File: src/cfl_regs.vh
// Purpose: Register offsets, field positions, reset values and limits of the controller.
// Assumes: APB with 32-bit data and one aligned word per register.
// Notes: Included by the controller and its counter store.
`ifndef CFL_REGS_VH
`define CFL_REGS_VH
`define CFL_MODE_OFS 8'h00
`define CFL_IER_OFS 8'h04
`define CFL_IDR_OFS 8'h08
`define CFL_IMR_OFS 8'h0c
`define CFL_SR_OFS 8'h10
`define CFL_BR_OFS 8'h14
`define CFL_ECR_OFS 8'h18
`define CFL_EVT_OFS 8'h1c
`define CFL_MODE_EN 0
`define CFL_MODE_LPM 1
`define CFL_MODE_ABM 2
`define CFL_MODE_OVL 3
`define CFL_SR_MBOX 0
`define CFL_SR_ERROR_ACTIVE_FLAG 16
`define CFL_SR_WARN 17
`define CFL_SR_ERROR_PASSIVE_FLAG 18
`define CFL_SR_BUS_OFF_FLAG 19
`define CFL_SR_SLEEP 20
`define CFL_SR_WAKE 21
`define CFL_SR_BUSY 22
`define CFL_SRC_MASK 32'h003f00ff
`define CFL_WARN_LIMIT 9'd96
`define CFL_PASSIVE_LIMIT 9'd127
`define CFL_BUS_OFF_FLAG_LIMIT 9'd255
`define CFL_SYNC_BITS 4'd11
`define CFL_BR_RESET 32'h00000000
`endif

File: src/cfl_err_counters.v
// Purpose: Holds the transmit and receive error counters and updates them.
// Assumes: One-cycle event pulses from the protocol engine.
// Notes: Read data come out of registers; a clear has priority over any event.
`include "cfl_regs.vh"
module cfl_err_counters
(
    // Clock and reset.
    input wire mclk,
    input wire arst_n,
    // Control.
    input wire clear,
    input wire freeze,
    // Counting events.
    input wire txErr,
    input wire txOk,
    input wire rxErr,
    input wire rxOk,
    // Counter values.
    output reg [8:0] txCount_q,
    output reg [7:0] rxCount_q
);

    // Saturating counters; errors add eight on transmit and one on receive.
    always @(posedge mclk or negedge arst_n)
    begin
        if (!arst_n)
        begin
            txCount_q <= 9'h000;
            rxCount_q <= 8'h00;
        end
        else if (clear)
        begin
            txCount_q <= 9'h000;
            rxCount_q <= 8'h00;
        end
        else if (!freeze)
        begin
            if (txErr)
                txCount_q <= (txCount_q > 9'h1f7) ? 9'h1ff : txCount_q + 9'h008;
            else if (txOk && txCount_q != 9'h000)
                txCount_q <= txCount_q - 9'h001;
            if (rxErr)
                rxCount_q <= (rxCount_q == 8'hff) ? 8'hff : rxCount_q + 8'h01;
            else if (rxOk && rxCount_q != 8'h00)
                rxCount_q <= rxCount_q - 8'h01;
        end
    end

endmodule // cfl_err_counters

File: src/cfl_ctrl.v
// Purpose: Fault confinement, overload frames, low-power mode and interrupt masking.
// Assumes: A protocol engine gives per-bit pulses and frame events on mclk.
// Notes: Bit timing and mailbox storage sit outside; this block steers them.
//
// Contract
// - Keep readable TX/RX counters; derive state.
// - Error-active sets flag; interrupt if unmasked.
// - Error-passive: flag, passive frames, transmit wait.
// - Bus-off: flag, interrupt, no bus influence.
// - Counter above 96 sets warning flag.
// - Reactive overload on listed dominant bits.
// - Overload enable sends request overload frames.
// - Reactive overload always; counters untouched.
// - Low-power: no transfer, mailboxes inactive.
// - Sleep/wake exclusive; both zero after reset.
// - Power-up: no low-power; wake after 11.
// - Low-power request: drain transmits, then sleep.
// - Setting wake clears sleep, and reverse.
// - Sleep disables reception, freezes counters.
// - Leave low-power: resync eleven bits, wake.
// - Idle bus: transmit eleven bits later.
// - Enable resets engine, counters, error flags.
// - Autobaud locks counters, flags still update.
// - Enable/disable writes mask; mask readable.
// - Mailbox and system interrupt sources.
// - Warning only while error-active.
//
// Register access over APB and the register offsets were chosen for this implementation.
`include "cfl_regs.vh"
module cfl_ctrl
#(
    parameter MBOX_NUM = 8
)
(
    // Clock and reset.
    input wire mclk,
    input wire arst_n,
    // APB slave.
    input wire psel,
    input wire penable,
    input wire pwrite,
    input wire [7:0] paddr,
    input wire [31:0] pwdata,
    output reg [31:0] prdata,
    output reg pready,
    output reg pslverr,
    // Bus line from the pin, recessive high.
    input wire canRx,
    // Protocol engine events; interFrameBit and txPending are levels, the rest one-cycle pulses.
    input wire bitTick,
    input wire interFrameBit,
    input wire eofLastBit,
    input wire delimLastBit,
    input wire txOkEvt,
    input wire txErrEvt,
    input wire rxOkEvt,
    input wire rxErrEvt,
    input wire rxForUs,
    input wire txPending,
    input wire [MBOX_NUM-1:0] mboxEvt,
    // Steering outputs to the protocol engine, and the interrupt line.
    output reg engineReset,
    output reg txAllowed,
    output reg rxAllowed,
    output reg passiveFlags,
    output reg busDriveEn,
    output reg overloadStart,
    output reg suspendWait,
    output reg [31:0] bitTiming,
    output reg irq
);

    // State encodings.
    localparam FC_ACTIVE = 2'd0;
    localparam FC_PASSIVE = 2'd1;
    localparam FC_BUSOFF = 2'd2;
    localparam LP_SYNC = 2'd0;
    localparam LP_AWAKE = 2'd1;
    localparam LP_DRAIN = 2'd2;
    localparam LP_SLEEP = 2'd3;

    reg [31:0] rdata_d;
    reg [3:0] mode_q;
    reg [31:0] mask_q;
    reg [MBOX_NUM-1:0] mboxFlag_q;
    reg [1:0] lpState_q;
    reg [3:0] recCount_q;
    reg rx1_q;
    reg rx2_q;
    reg enPrev_q;
    reg lpmPrev_q;
    reg sleep_q;
    reg wake_q;
    reg [1:0] ifsCount_q;
    wire [8:0] txCount;
    wire [7:0] rxCount;
    wire [1:0] fcState;
    wire warn;
    wire [31:0] status;
    wire wr;
    wire rd;
    wire enRise;
    wire freeze;

    // Fault state from the counter values.
    function [1:0] fc_state;
        input [8:0] tx;
        input [7:0] rx;
        begin
            if (tx > `CFL_BUS_OFF_FLAG_LIMIT)
                fc_state = FC_BUSOFF;
            else if (tx > `CFL_PASSIVE_LIMIT || {1'b0, rx} > `CFL_PASSIVE_LIMIT)
                fc_state = FC_PASSIVE;
            else
                fc_state = FC_ACTIVE;
        end
    endfunction

    // Bus access strobes; every access completes in its first access cycle.
    assign wr = psel && penable && pwrite;
    assign rd = psel && !penable && !pwrite;
    assign enRise = mode_q[`CFL_MODE_EN] && !enPrev_q;
    assign freeze = sleep_q || mode_q[`CFL_MODE_ABM] || enRise;
    assign fcState = fc_state(txCount, rxCount);
    assign warn = (fcState == FC_ACTIVE)
        && (txCount > `CFL_WARN_LIMIT || {1'b0, rxCount} > `CFL_WARN_LIMIT);

    // Status word; fault, warning and power sources are level driven, mailbox flags are sticky.
    assign status = {9'h000, lpState_q != LP_AWAKE, wake_q, sleep_q,
        fcState == FC_BUSOFF, fcState == FC_PASSIVE, warn, fcState == FC_ACTIVE,
        {(16 - MBOX_NUM){1'b0}}, mboxFlag_q};

    // Counter store, cleared on enable.
    cfl_err_counters u_counters
    (
        .mclk(mclk),
        .arst_n(arst_n),
        .clear(enRise),
        .freeze(freeze),
        .txErr(txErrEvt),
        .txOk(txOkEvt),
        .rxErr(rxErrEvt && rxAllowed),
        .rxOk(rxOkEvt && rxAllowed),
        .txCount_q(txCount),
        .rxCount_q(rxCount)
    );

    // Read multiplexer.
    always @*
    begin
        case (paddr)
            `CFL_MODE_OFS: rdata_d = {28'h0000000, mode_q};
            `CFL_IMR_OFS: rdata_d = mask_q;
            `CFL_SR_OFS: rdata_d = status;
            `CFL_BR_OFS: rdata_d = bitTiming;
            `CFL_ECR_OFS: rdata_d = {7'h00, txCount, 8'h00, rxCount};
            default: rdata_d = 32'h00000000;
        endcase
    end

    // APB answer and register writes.
    always @(posedge mclk or negedge arst_n)
    begin
        if (!arst_n)
        begin
            prdata <= 32'h00000000;
            pready <= 1'b0;
            pslverr <= 1'b0;
            mode_q <= 4'h0;
            mask_q <= 32'h00000000;
            bitTiming <= `CFL_BR_RESET;
        end
        else
        begin
            pready <= psel && !penable;
            pslverr <= psel && !penable && !(paddr[7:5] == 3'b000 && paddr[1:0] == 2'b00);
            if (rd)
                prdata <= rdata_d;
            if (wr)
            begin
                case (paddr)
                    `CFL_MODE_OFS: mode_q <= pwdata[3:0];
                    `CFL_IER_OFS: mask_q <= mask_q | (pwdata & `CFL_SRC_MASK);
                    `CFL_IDR_OFS: mask_q <= mask_q & ~pwdata;
                    `CFL_BR_OFS: bitTiming <= pwdata;
                    default: mask_q <= mask_q;
                endcase
            end
        end
    end

    // Bus line synchroniser and edge history.
    always @(posedge mclk or negedge arst_n)
    begin
        if (!arst_n)
        begin
            rx1_q <= 1'b1;
            rx2_q <= 1'b1;
            enPrev_q <= 1'b0;
            lpmPrev_q <= 1'b0;
        end
        else
        begin
            rx1_q <= canRx;
            rx2_q <= rx1_q;
            enPrev_q <= mode_q[`CFL_MODE_EN];
            lpmPrev_q <= mode_q[`CFL_MODE_LPM];
        end
    end

    // Low-power and synchronisation sequence.
    always @(posedge mclk or negedge arst_n)
    begin
        if (!arst_n)
        begin
            lpState_q <= LP_SYNC;
            recCount_q <= 4'h0;
            sleep_q <= 1'b0;
            wake_q <= 1'b0;
        end
        else if (!mode_q[`CFL_MODE_EN] || enRise)
        begin
            lpState_q <= LP_SYNC;
            recCount_q <= 4'h0;
            sleep_q <= 1'b0;
            wake_q <= 1'b0;
        end
        else
        begin
            case (lpState_q)
                LP_SYNC:
                begin
                    if (mode_q[`CFL_MODE_LPM])
                        recCount_q <= 4'h0;
                    else if (bitTick)
                    begin
                        if (!rx2_q)
                            recCount_q <= 4'h0;
                        else if (recCount_q == `CFL_SYNC_BITS - 4'h1)
                        begin
                            lpState_q <= LP_AWAKE;
                            wake_q <= 1'b1;
                            sleep_q <= 1'b0;
                            recCount_q <= 4'h0;
                        end
                        else
                            recCount_q <= recCount_q + 4'h1;
                    end
                end
                LP_AWAKE:
                begin
                    if (mode_q[`CFL_MODE_LPM] && !lpmPrev_q)
                        lpState_q <= LP_DRAIN;
                end
                LP_DRAIN:
                begin
                    if (!mode_q[`CFL_MODE_LPM])
                        lpState_q <= LP_AWAKE;
                    else if (!txPending)
                    begin
                        lpState_q <= LP_SLEEP;
                        sleep_q <= 1'b1;
                        wake_q <= 1'b0;
                    end
                end
                LP_SLEEP:
                begin
                    if (!mode_q[`CFL_MODE_LPM])
                        lpState_q <= LP_SYNC;
                end
                default: lpState_q <= LP_SYNC;
            endcase
        end
    end

    // Mailbox flags, a new event wins over an acknowledging write.
    always @(posedge mclk or negedge arst_n)
    begin
        if (!arst_n)
            mboxFlag_q <= {MBOX_NUM{1'b0}};
        else if (lpState_q == LP_SLEEP || !mode_q[`CFL_MODE_EN])
            mboxFlag_q <= {MBOX_NUM{1'b0}};
        else if (wr && paddr == `CFL_EVT_OFS)
            mboxFlag_q <= (mboxFlag_q & ~pwdata[MBOX_NUM-1:0]) | mboxEvt;
        else
            mboxFlag_q <= mboxFlag_q | mboxEvt;
    end

    // Overload control and intermission bit count.
    // Bus-off and error-passive entry reach software through the level status bits.
    always @(posedge mclk or negedge arst_n)
    begin
        if (!arst_n)
        begin
            overloadStart <= 1'b0;
            ifsCount_q <= 2'd0;
        end
        else
        begin
            if (!interFrameBit)
                ifsCount_q <= 2'd0;
            else if (bitTick && ifsCount_q != 2'd3)
                ifsCount_q <= ifsCount_q + 2'd1;
            // Reactive cases regardless of enable; counters not touched.
            overloadStart <= bitTick && !rx2_q && fcState != FC_BUSOFF
                && lpState_q == LP_AWAKE
                && ((interFrameBit && ifsCount_q < 2'd2) || eofLastBit
                || delimLastBit);
            if (mode_q[`CFL_MODE_OVL] && rxForUs && lpState_q == LP_AWAKE)
                overloadStart <= 1'b1;
        end
    end

    // Steering outputs and interrupt line, all registered.
    always @(posedge mclk or negedge arst_n)
    begin
        if (!arst_n)
        begin
            engineReset <= 1'b1;
            txAllowed <= 1'b0;
            rxAllowed <= 1'b0;
            passiveFlags <= 1'b0;
            busDriveEn <= 1'b0;
            suspendWait <= 1'b0;
            irq <= 1'b0;
        end
        else
        begin
            engineReset <= !mode_q[`CFL_MODE_EN] || enRise;
            txAllowed <= lpState_q == LP_AWAKE && fcState != FC_BUSOFF
                && !mode_q[`CFL_MODE_ABM];
            rxAllowed <= (lpState_q == LP_AWAKE || lpState_q == LP_DRAIN)
                && !sleep_q;
            passiveFlags <= fcState == FC_PASSIVE;
            suspendWait <= fcState == FC_PASSIVE;
            busDriveEn <= fcState != FC_BUSOFF && mode_q[`CFL_MODE_EN]
                && lpState_q != LP_SLEEP;
            irq <= |(status & mask_q);
        end
    end

endmodule // cfl_ctrl

File: config.mk
export PLATFORM = sky130hd
export DESIGN_NAME = cfl_ctrl
export DESIGN_NICKNAME = d
export VERILOG_FILES = /design/src/cfl_err_counters.v /design/src/cfl_ctrl.v
export VERILOG_INCLUDE_DIRS = /design/src /design/src/src
export SDC_FILE = /design/constraint.sdc
export NUM_CORES = 1
export LEC_CHECK = 0
export BUFFER_PORTS_ARGS = -buffer_cell sky130_fd_sc_hd__buf_2
export CAP_MARGIN = 15
export CORE_AREA = 2 2 160 162
export DETAILED_ROUTE_END_ITERATION = 12
export DIE_AREA = 0 0 162 164
export PLACE_DENSITY = 0.62
export SLEW_MARGIN = 15
export SYNTH_ARGS = -nofsm -noshare
export SYNTH_HDL_FRONTEND = slang
export SYNTH_HIERARCHICAL = 1
export SYNTH_SLANG_ARGS = --single-unit
export TNS_END_PERCENT = 20
File: constraint.sdc
create_clock -name mclk -period 1.7 [get_ports mclk]
set_input_delay 0.085 -clock mclk [delete_from_list [all_inputs] [get_ports mclk]]
set_output_delay 0.085 -clock mclk [all_outputs]
set_load 0.005 [all_outputs]
== Word-level counts from Yosys, hierarchy flattened ==
Cells that the tools add are included.
Operators by class
  $add $sub $neg: 6
  magnitude comparators: 7
  equal/unequal tests: 29
  mux-type cells: 51
  bitwise gates (word level): 8
  reduce and logical (&&, ||, !) cells: 67
Operators with widths (number)
  case mux 32 bit (5 select lines): 1
  case mux 32 bit (2 select lines): 1
  2-to-1 mux 8 bit: 7
  2-to-1 mux 9 bit: 5
  AND 23 x 32 -> 32 bit: 1
  AND 32 bit: 1
  == test 8 x 5 -> 1 bit, second input constant: 4
  NOT 32 bit: 1
  OR 32 x 22 -> 32 bit: 1
  OR reduction 32 bit: 1
  logical AND 1 bit: 27
  2-to-1 mux 2 bit: 12
  2-to-1 mux 4 bit: 6
  > comparator 9 x 7 -> 1 bit, second input constant: 2
  != test 3 bit, second input constant: 6
  == test 8 x 4 -> 1 bit, second input constant: 2
  > comparator 8 x 7 -> 1 bit, second input constant: 2
  2-to-1 mux 1 bit: 16
  OR 8 bit: 2
  AND reduction 7 bit: 2
  AND reduction 2 bit: 6
  nonzero test 3 bit: 4
  adder 9 x 4 -> 9 bit, second input constant: 1
  > comparator 9 x 8 -> 1 bit, second input constant: 1
  28 further kinds: 56
Word-level totals
  bits in registers: 148
  input port bits: 64

== Logic depth before layout (Yosys ltp) ==
  word-level depth: 9
  depth in mapped cells: 8

== Modules after synthesis ==
The synthesis kept the hierarchy.
Modules (own cells, without submodules)
  cfl_ctrl: times used 1, cells an instance 526, area each 6067.1 sq um, seq. area each 3281.9 sq um
  cfl_err_counters: times used 1, cells an instance 180, area each 1501.4 sq um, seq. area each 425.4 sq um

== Worst setup path after synthesis ==
OpenSTA, ideal clock, no wires.
  path kind: reg2reg
  from: register u_counters.txCount_q[0]
  to: register u_counters.txCount_q[2]
  setup time: 74 ps
  arrival: 1747 ps
  setup slack: -122 ps
  cell stages (with the launch flop): 8
  period minus slack after synthesis: 1822 ps
  path through: dfrtp_1 -> inv_1 -> ha_1 -> or4b_1 -> o21ai_4 -> a21oi_1 -> a311o_1 -> o21ai_2
On the way
  word-level cells in the longest chain between the ends: 5
  elaborated cells between the ends (all ways): 12
  classes of those cells: add/sub (2); order compare (1); mux (5); reduce/logical (4)
RTL lines
  start: declaration: RTL line cfl_err_counters.v:19  | output reg [8:0] txCount_q,
  start signal: assignment: RTL line cfl_err_counters.v:39  | txCount_q <= (txCount_q > 9'h1f7) ? 9'h1ff : txCount_q + 9'h008;
  start signal: assignment: RTL line cfl_err_counters.v:41  | txCount_q <= txCount_q - 9'h001;
  subtractor 9 x 1 -> 9 bit, or another cell as far along: RTL line cfl_err_counters.v:41
  2-to-1 mux 9 bit, on equally long branches: RTL line cfl_err_counters.v:40, cfl_err_counters.v:39
  2-to-1 mux 9 bit: RTL line cfl_err_counters.v:38  | if (txErr)
  2-to-1 mux 9 bit: RTL line cfl_err_counters.v:36  | else if (!freeze)
  2-to-1 mux 9 bit: RTL line cfl_err_counters.v:31  | else if (clear)
Several ways; a longest one is shown, not always the timed one. The select of a mux whose other input is x is not followed.
A chain may end at the register's enable or synchronous reset.

== Worst setup path after layout ==
  from: register u_counters.txCount_q[1]
  to: register u_counters.txCount_q[7]
The elaborated chain is that of the path after synthesis.

==> results.py <==
metrics = {
    "global_routing": {
        "grt-ovfl-total": 0,
        "grt_util_met3": 0.03864,
        "antenna_found_initial": 2,
        "grtUsageTotal": 0.1900,
        "grt_max_degree": 57,
        "busiest_layer": "met2",
        "met1_usage": 0.2544,
        "grt_use_met2": 0.3054,
        "grt_pass1_vias": 6869,
        "grt_pass1_wl_mm": 38.83,
    },
    "floorplanning": {
        "die_y_um": 164,
        "initial_core_util": 0.3050,
        "rows": 58,
        "die_x_um": 162,
        "dieArea_mm2": 0.02657,
        "coreArea_mm2": 0.02482,
        "ios": 138,
    },
    "route": {
        "routed_wl_mm": 24.76,
        "drt_pass1_iterations": 5,
        "initialDrtViolationCount": 612,
        "wl_per_cell_um": 18.84,
        "drc": 0,
        "vias_per_cell": 5.234,
        "vias": 6878,
        "detail-route-antenna-nets": 0,
    },
    "yosys": {
        "synthArstFlopShare": 1.000,
        "ys_warn_count": 6,
        "synth-seq-area-share": 0.4898,
        "synth_nets": 788,
        "ys_seq_elements": 148,
        "synth.avg_cell_area_um2": 10.72,
        "synthTopCellsByArea": "dfrtp_1 (48%), mux2_1 (4.8%), a22oi_1 (3.9%), ha_1 (3.0%), a21oi_1 (2.8%)",
        "syn_area_mm2": 0.007569,
        "synth_cell_types": 86,
        "synth_edf_count": 0,
        "synth_top_flop_cell": "dfrtp_1",
        "yosys.area.top_type": "dfrtp_1",
        "syn_inst": 706,
        "synth_top_area_frac": 0.4794,
    },
    "setup_path": {
        "cp-start-kind": "register",
        "cpPeakStageDelay_ps": 470,
        "crit_chain": "inv_2 -> ha_4 -> or4b_4 -> o21ai_4 -> a22oi_2 -> buf_4 -> o211ai_1",
        "rr_worst_depth": 7,
        "critPathArrivalTime_ps": 2180,
        "criticalPathCategory": "register to register",
        "critPathCaptureType": "register",
        "worst_path_max_delay_cell": "or4b_4",
        "required_ps": 2040,
        "worst-path-max-fanout": 4,
    },
    "cells_and_area": {
        "area.growth.synth_to_final_pct": 38.65,
        "fin_nets": 1052,
        "final_area_mm2": 0.01049,
        "fillers": 2424,
        "drive_gt1_frac": 0.3469,
        "final_util": 0.4228,
    },
    "placed_design": {
        "place.gp.congestion": 0.8987,
        "placed_area_mm2": 0.009314,
        "dp_hpwl_mm": 18.21,
        "io_buffers": 137,
        "dp_slack_ps": -196.1,
    },
    "min_path": {
        "hold_depth": 3,
        "hold_path.class": "input port to register",
    },
    "power": {
        "comb_power_share": 0.218,
        "p_leak_uw": 0.005000,
        "swShare": 0.2986,
        "power_density_mw_per_mm2": 920.1,
        "p_seq_frac": 0.397,
        "ir_drop_uv": 717.0,
        "pwr-share-clk": 0.385,
        "p_switching_uw": 2883,
        "internal_power_uw": 6772,
    },
    "timing": {
        "final-setup-viol-count": 16,
        "hold_viol_final": 0,
        "setup_ws_ps": -143.5,
        "period_share": 1.084,
        "skew_ps": 8.829,
        "slew_viol_final": 0,
        "grt_setup_unrepaired": "true",
        "slew_headroom": 0.6576,
        "period_needed_ps": 1844,
        "worst_pin_slew_ps": 507.2,
        "fmax_mhz": 542.4,
    },
    "clock_network": {
        "cts.path.max_buffers": 2,
        "clock_tree.root_cell": "clkbuf_16",
        "cts_tree": "built",
        "cts_inserted_buffers": 17,
        "cts.sinks": 148,
        "htreeDepth": 4,
        "clock_latency_ps": 430,
        "clkTransAtPathRegs_ps": 70,
    },
    "run_status": {
        "status": "finished with violations",
        "violations": "setup timing",
    },
    "flow_run": {
        "drv_cap": 0,
    },
}
## worst max-delay path, delay by kind of cell, from the launching register on
kind | cells | cell delay, ps
flops | 1 | 390
simple gates | 1 | 470
compound gates | 3 | 520
buf+inv | 2 | 250
fa+ha+maj | 1 | 130
## power groups by stage
stage | registers, µW | logic, µW | clock network, µW
after floorplan | 3910 | 898 | 0
after global placement | 3890 | 1830 | 0
after detailed placement | 3890 | 1840 | 0
after CTS | 3830 | 2010 | 3800
after global routing | 3850 | 2310 | 3940
final | 3830 | 2110 | 3720
## area by class of cell
type / count / area (µm²) / share of cell area
Antenna cell: 1 / 2.502 / 0.0002385
Clock buffer: 18 / 429.2 / 0.04090
Clock inverter: 14 / 145.1 / 0.01383
Inverter: 20 / 75.07 / 0.007154
Multi-Input combinational cell: 492 / 3640 / 0.3468
Sequential cell: 148 / 3710 / 0.3535
Tap cell: 330 / 412.9 / 0.03935
Timing Repair Buffer: 291 / 2079 / 0.1982
## final timing paths
path | startpoint | endpoint | slack, ps
setup / recovery | u_counters/txCount_q[1] | u_counters/txCount_q[7] | -140
hold / removal | txErrEvt | u_counters/txCount_q[2] | 40
setup reg to reg | u_counters/txCount_q[1] | u_counters/txCount_q[7] | -140
hold reg to reg | rx1_q | rx2_q | 360
max in group asynchronous | arst_n | prdata[21] | 910
min in group asynchronous | arst_n | bitTiming[9] | 150
## repair_timing
item,CTS,global route
pin swaps,6,5
resized for setup,10,20
setup buffers,2,3
endpoints found under the setup margin,18,30
hold buffers,46,0
hold endpoints to repair,186,0
## flip-flops by register name (all words and copies together) (netlist names), 2 cells and up, named ones only
signal and cells:
mode_q 4, mboxFlag_q 8, mask_q 18, bitTiming 32, u_counters/txCount_q 9, u_counters/rxCount_q 8, recCount_q 4, ifsCount_q 2
prdata 32, lpState_q 2
## cell families after synthesis
group | Yosys count | share of synthesized area
buffers and inverters | 66 | 0.04364
muxes | 43 | 0.06348
AOI/OAI and AO/OA | 238 | 0.2227
adders and majority gates | 18 | 0.02976
and+or+nand+nor | 184 | 0.1402
DFF | 148 | 0.4898
xor gates and xnor gates | 9 | 0.01042
## synth_stat cells, drive strengths merged, types with 4 or more instances
master  instances
o21ai          46
nor2b          11
o221ai          5
a21boi         19
a22oi          39
o211ai          5
ha             18
a31oi          20
mux2           40
nand3b          5
nor4            6
buf            30
xnor2           6
a22o           11
nor2           32
and3            5
inv            20
a21oi          42
nand3          15
dfrtp         145
and2            7
nor3            8
nand2          48
clkbuf         16
o31ai           4
nor3b           5
or2             4
o311ai          4
nand4          15
nand2b          5
## per-stage QoR
step	std cells	total power, µW	hold WS, ps	setup TNS [ps]
after detailed placement	1230	5732	38.09	-1943
after global routing	1313	10100	58.24	-2560
after global placement	1230	5721	38.92	-1470
after floorplan	706	4806	-210.6	-433.7
after CTS	1310	9635	15.12	-952.8
final	1314	9655	44.06	-1142
## placed cells by master, fill, tap and decap left out, types with 5 or more instances in the layout
| cell | netlist | final |
|---|---|---|
| dfrtp_1 | 145 | 143 |
| buf_2 | 20 | 136 |
| buf_4 | 5 | 98 |
| nand2_1 | 48 | 47 |
| dlygate4sd3_1 | 0 | 46 |
| a21oi_1 | 42 | 42 |
| a22oi_1 | 39 | 37 |
| mux2_1 | 32 | 32 |
| nor2_1 | 32 | 31 |
| o21ai_1 | 20 | 22 |
| a31oi_1 | 20 | 20 |
| clkbuf_16 | 0 | 17 |
| inv_1 | 20 | 16 |
| ha_1 | 18 | 16 |
| nand4_1 | 14 | 14 |
| nand3_1 | 14 | 14 |
| o21ai_0 | 16 | 13 |
| nor2b_1 | 11 | 11 |
| a22o_1 | 11 | 11 |
| a21boi_1 | 10 | 10 |
| a21boi_0 | 9 | 9 |
| o21ai_2 | 9 | 9 |
| buf_12 | 0 | 9 |
| mux2_2 | 8 | 8 |
| and2_1 | 7 | 6 |
| nand2b_1 | 5 | 5 |
| nor3_1 | 7 | 5 |
| o211ai_1 | 5 | 5 |
| nand3b_1 | 5 | 5 |
| xnor2_1 | 6 | 5 |
## layer usage
metal / vias up / part of all wire
met5: - / 0
met3: 41 / 0.069
met2: 269 / 0.46
met1: 3374 / 0.44
li1: 3194 / -
met4: 0 / 0.027
No activity file was read; power rests on OpenSTA's default activity.
